===== config.mk =====
export PLATFORM = sky130hd
export DESIGN_NAME = wdt_top
export DESIGN_NICKNAME = d
export VERILOG_FILES = /design/src/wdt_pkg.sv /design/src/wdt_top.sv
export SDC_FILE = /design/constraint.sdc
export NUM_CORES = 1
export LEC_CHECK = 0
export BUFFER_PORTS_ARGS = -buffer_cell sky130_fd_sc_hd__buf_2
export CAP_MARGIN = 20
export CORE_AREA = 2 2 72 74
export DETAILED_ROUTE_END_ITERATION = 7
export DIE_AREA = 0 0 74 76
export PLACE_DENSITY = 0.88
export SETUP_SLACK_MARGIN = 0.05
export SYNTH_ARGS = -nofsm -noshare
export SYNTH_HDL_FRONTEND = slang
export SYNTH_SLANG_ARGS = --single-unit

===== constraint.sdc =====
create_clock -name i_core_clk -period 2.29 [get_ports i_core_clk]
set_clock_uncertainty 0.15 [all_clocks]
set_input_delay 0.1145 -clock i_core_clk [delete_from_list [all_inputs] [get_ports i_core_clk]]
set_output_delay 0.1145 -clock i_core_clk [all_outputs]
set_load 0.03 [all_outputs]

===== src/wdt_pkg.sv =====
// Constants, types and carriers of the watchdog timer.
// Assumes a single core clock; commands come from same-clock logic.
package wdt_pkg;

  localparam int unsigned CNT_W       = 16;
  localparam int unsigned PRESC_W     = 14;
  localparam int unsigned DIV_SLOW    = 16384;
  localparam int unsigned DIV_FAST    = 256;

  localparam logic        PSEL_FAST   = 1'b0;
  localparam logic        PSEL_SLOW   = 1'b1;

  // Default interval, stated against a 10 MHz reference clock
  localparam int unsigned DEF_INTERVAL_US = 6500;
  localparam int unsigned REF_CLK_MHZ     = 10;
  localparam int unsigned DEF_TICKS       =
    (DEF_INTERVAL_US * REF_CLK_MHZ + DIV_FAST - 1) / DIV_FAST;

  localparam logic              PSEL_RST   = PSEL_FAST;
  localparam logic [CNT_W-1:0]  RELOAD_RST = CNT_W'(65536 - DEF_TICKS);
  localparam logic [CNT_W-1:0]  CNT_MAX    = 16'hffff;
  localparam logic [PRESC_W-1:0] PRESC_RST = 14'h0000;

  typedef enum logic [1:0] {
    WDT_RUN,
    WDT_WARNED,
    WDT_RESET_REQ
  } wdt_mode_e;

  typedef struct packed {
    logic             watchdog_service_cmd;
    logic             watchdog_enable_cmd;
    logic             watchdog_disable_cmd;
    logic             reload_wr;
    logic [CNT_W-1:0] watchdog_reload_value;
    logic             presc_wr;
    logic             presc_sel;
  } wdt_cmd_s;

  typedef struct packed {
    wdt_mode_e          mode;
    logic               enabled;
    logic               presc_sel;
    logic [CNT_W-1:0]   reload;
    logic [CNT_W-1:0]   count;
    logic [PRESC_W-1:0] presc;
    logic               prewarn;
    logic               reset_req;
  } wdt_state_s;

endpackage


===== src/wdt_top.sv =====
// Watchdog timer core: prescaler, 16-bit up-counter, failure sequence.
// Assumes commands arrive as one-cycle pulses from core-clock logic.
`timescale 1ns/1ns
`default_nettype none

module wdt_top
  import wdt_pkg::*;
(
  input  wire logic             i_core_clk,
  input  wire logic             i_nrst,
  input  wire logic             i_clk_en,
  input  wire wdt_cmd_s         i_cmd,
  output logic                  o_prewarn_irq,
  output logic                  o_reset_req,
  output logic                  o_enabled,
  output logic [CNT_W-1:0]      o_count
);

  //////////////////////////////////////////////////////////////////////////

  // Last prescaler value before a tick
  function automatic logic [PRESC_W-1:0] presc_top(input logic sel);
    presc_top = (sel == PSEL_SLOW) ? PRESC_W'(DIV_SLOW - 1)
                                   : PRESC_W'(DIV_FAST - 1);
  endfunction

  wdt_state_s st_reg;
  wdt_state_s st_next;
  logic       tick;
  logic       overflow;
  logic       service;

  assign service  = i_cmd.watchdog_service_cmd;
  assign tick     = st_reg.enabled
                    && (st_reg.presc == presc_top(st_reg.presc_sel));
  assign overflow = tick && !service && (st_reg.count == CNT_MAX);

  //////////////////////////////////////////////////////////////////////////

  always_comb begin
    st_next         = st_reg;
    st_next.prewarn = 1'b0;
    if (i_cmd.watchdog_enable_cmd) begin
      st_next.enabled = 1'b1;
    end else if (i_cmd.watchdog_disable_cmd) begin
      st_next.enabled = 1'b0;
    end
    if (i_cmd.reload_wr) begin
      st_next.reload = i_cmd.watchdog_reload_value;
    end
    if (i_cmd.presc_wr) begin
      st_next.presc_sel = i_cmd.presc_sel;
    end
    if (st_reg.mode != WDT_RESET_REQ) begin
      if (service) begin
        st_next.count = st_reg.reload;
        st_next.presc = PRESC_RST;
        st_next.mode  = WDT_RUN;
      end else if (st_reg.enabled) begin
        if (tick) begin
          st_next.presc = PRESC_RST;
          st_next.count = st_reg.count + 16'h0001;
        end else begin
          st_next.presc = st_reg.presc + 14'h0001;
        end
        if (overflow) begin
          if (st_reg.mode == WDT_RUN) begin
            st_next.prewarn = 1'b1;
            st_next.mode    = WDT_WARNED;
          end else begin
            st_next.reset_req = 1'b1;
            st_next.mode      = WDT_RESET_REQ;
          end
        end
      end
    end
  end

  always_ff @(posedge i_core_clk) begin
    if (!i_nrst) begin
      st_reg.mode      <= WDT_RUN;
      st_reg.enabled   <= 1'b1;
      st_reg.presc_sel <= PSEL_RST;
      st_reg.reload    <= RELOAD_RST;
      st_reg.count     <= RELOAD_RST;
      st_reg.presc     <= PRESC_RST;
      st_reg.prewarn   <= 1'b0;
      st_reg.reset_req <= 1'b0;
    end else if (i_clk_en) begin
      st_reg <= st_next;
    end
  end

  assign o_prewarn_irq = st_reg.prewarn;
  assign o_reset_req   = st_reg.reset_req;
  assign o_enabled     = st_reg.enabled;
  assign o_count       = st_reg.count;
endmodule

`default_nettype wire


==> run_results.csv <==
group,metric,value,unit
place,detailed_place_hpwl,4420,um
worst_setup_path,r2r-start,"o_count[0]",
sta,fmax,481,MHz
power,power.leakage,1.21,nW
power,p_clk_share,34.7,%
place,portBuffers,43,
hold_path,whs_endpoint,"st_reg[40]",
grt,gr-total-overflow,0,
power,peakVddDrop,0.000372,V
hold_path,min_path_type,"in2reg",
cells_and_area,layout_common_cells,"64 x nand2_1, 50 x dfxtp_1, 43 x buf_2, 29 x nand3_1, 26 x nor2_1",
die,die_x,74,um
route,dr_total_vias,2626,
cells_and_area,largest_reg_flops,33,
route,drt_first_pass_iters,5,
clocking,clk_pin_slew,100,ps
clocking,cts_tree,"done",
synthesis,synthFlopType,"dfxtp_1",
die,dieArea,5620,sq um
synthesis,syn_avg_cell_area,7.82,sq um
hold_path,min_path_cells,3,
synthesis,synth_cells,339,
synthesis,yosys_register_bits,52,
grt,grt_pass1_wl,10900,um
sta,tightest_slew,675,ps
synthesis,synth_top_area_share,39.2,%
die,core,4910,sq um
clocking,numCtsBuffers,5,
die,initial_utilization,54.0,%
place,gp_congestion,0.900,
worst_setup_path,r2r_end,"o_reset_req",
cells_and_area,area_delta_synth_final,18.6,%
clocking,cts.sinks,52,
worst_setup_path,critPathLaunchType,"flop",
clocking,clk_latency,310,ps
cells_and_area,insertedDiodeCount,0,
clocking,clk_path_buf_depth,2,
synthesis,synth_edf_count,0,
die,io-pin-count,44,
synthesis,synth-warning-count,0,
grt,first_global_vias,2367,
route,drt-initial-drc-count,226,
synthesis,yosysUniqueCellTypes,48,
route,wl_per_cell,14.1,um
clocking,post-cts-setup-buffers,0,
worst_setup_path,path_class,"reg2reg",
place,placed_area,2810,sq um
worst_setup_path,crit_arrival,2160,ps
clocking,cts_htree_levels,2,
worst_setup_path,cp_max_fo,7,
route,via_per_inst,5.77,
sta,setup_violations,0,
synthesis,yosysTopAreaCell,"dfxtp_1",
power,comb_power_share,13.0,%
worst_setup_path,endpoint_kind,"flop",
route,wirelength,6440,um
outcome,outcome,"finished, final reports clean",
sta,report.final.hold_viol_count,0,
power,p_sw_share,26.3,%
synthesis,synthTopCellsByArea,"dfxtp_1 39%, nand2_1 9.1%, nand3_1 5.5%",
sta,slew_viol_final,0,
cells_and_area,final_common_cell,"nand2_1",
synthesis,ys_seq_area_share,39.2,%
power,switchingPower,0.486,mW
grt,grt_start_max_net_pins,35,
die,rows,26,
clocking,ctsRootBufferMaster,"clkbuf_8",
die,fp.dieH,76,um
grt,antenna_found_initial,0,
cells_and_area,design_area,3150,sq um
power,p_int,1.36,mW
grt,grt_usage,24.1,%
sta,min_period,2080,ps
sta,rsz0062_at_grt,"no",
sta,finalSetupTns,0,ps
synthesis,syn_area,2650,sq um
worst_setup_path,r2r_slack,210,ps
cells_and_area,fin_nets,411,
worst_setup_path,required,2370,ps
synthesis,async_flop_share,0,%
worst_setup_path,r2r_cells,6,
route,drcViolationCount,0,
hold_path,hp-start,"i_nrst",
power,powerDensity,587,nW/um^2
power,seqPwrFrac,52.3,%
sta,finalCritPeriodShare,90.7,%
synthesis,mappedNetlistNets,366,
route,ant_nets,0,
cells_and_area,drive_gt1_share,19.5,%
sta,slew_headroom,54.8,%
flow_run,cap_violations,0,
## synth_stat cells (all sizes together) (5+ instances only)
library cell  number
nand2             66
dfxtp             52
nand3             29
nor2              28
buf               20
a21oi             19
o21ai             18
clkbuf            11
nand4             10
inv                9
nor3               9
xnor2              8
nor4               5
## power by group through the flow
stage	sequential, mW	combinational, mW	clock [mW]
5_1_grt	0.970	0.266	0.689
6_report	0.965	0.241	0.641
3_5_place_dp	0.984	0.209	0
3_3_place_gp	0.982	0.204	0
2_1_floorplan	0.978	0.159	0
4_1_cts	0.963	0.237	0.653
## stage by stage
stage / instances / power [mW] / hold WS (ps) / setup slack [ps] / util, %
3_3_place_gp: 426 / 1.19 / 172 / 243 / 57.3
5_1_grt: 455 / 1.92 / 145 / 85.3 / 64.0
2_1_floorplan: 339 / 1.14 / 88.7 / 249 / -
6_report: 455 / 1.85 / 132 / 212 / 64.0
3_5_place_dp: 426 / 1.19 / 180 / 168 / 57.3
4_1_cts: 455 / 1.85 / 116 / 131 / 63.9
## worst max-delay path, stage by stage, from the launching register on
cell     delay (ps)
dfxtp_2         400
ha_2            230
nand4_2         180
nor2_2          170
nand4_1         120
or4_4           530
o31ai_2         220
## cell families (layout without fill, tap and decap cells)
family	Yosys count	count (layout)	synth area share, %
simple gates	163	163	29.2
compound gates	68	68	17.8
flops	52	52	39.2
buf+inv	40	86	8.02
xor+xnor	11	11	3.63
mux	3	3	1.13
fa+ha+maj	2	2	0.943
## repair_timing
item / in CTS / in global routing
hold buffers: 21 / 0
endpoints found under the hold margin: 18 / 0
setup endpoints to repair: 0 / 4
resized for setup: 0 / 3
## routing by layer
metal / vias to the layer above / wire [um] / GRT usage (%)
li1: 1282 / - / -
met1: 1217 / 2800 / 31.1
met2: 105 / 3140 / 40.5
met3: 22 / 375 / 5.03
met4: 0 / 125 / 6.00
met5: - / 0 / 0
## how the worst max path moves through the flow
stage                     startpoint  slack (ps)       endpoint  cells after the start
after floorplan           o_count[0]         250    o_reset_req                      6
after global placement    o_count[0]         240    o_reset_req                      6
after detailed placement  o_count[0]         170    o_reset_req                      6
after CTS                 o_count[0]         130    o_reset_req                      6
after global routing      o_count[0]          90  o_prewarn_irq                      6
final                     o_count[0]         210    o_reset_req                      6
## final cells by class
cell class              instances  area, sq um
well taps                      70         87.6
repair buffers                 69          463
fillers                       413         1770
clock inverters                 3         47.5
multi-input cells             247         1400
flip-flops and latches         52         1040
clock buffers                   5         68.8
inverters                       9         33.8
No activity file was read; power rests on OpenSTA's default activity.
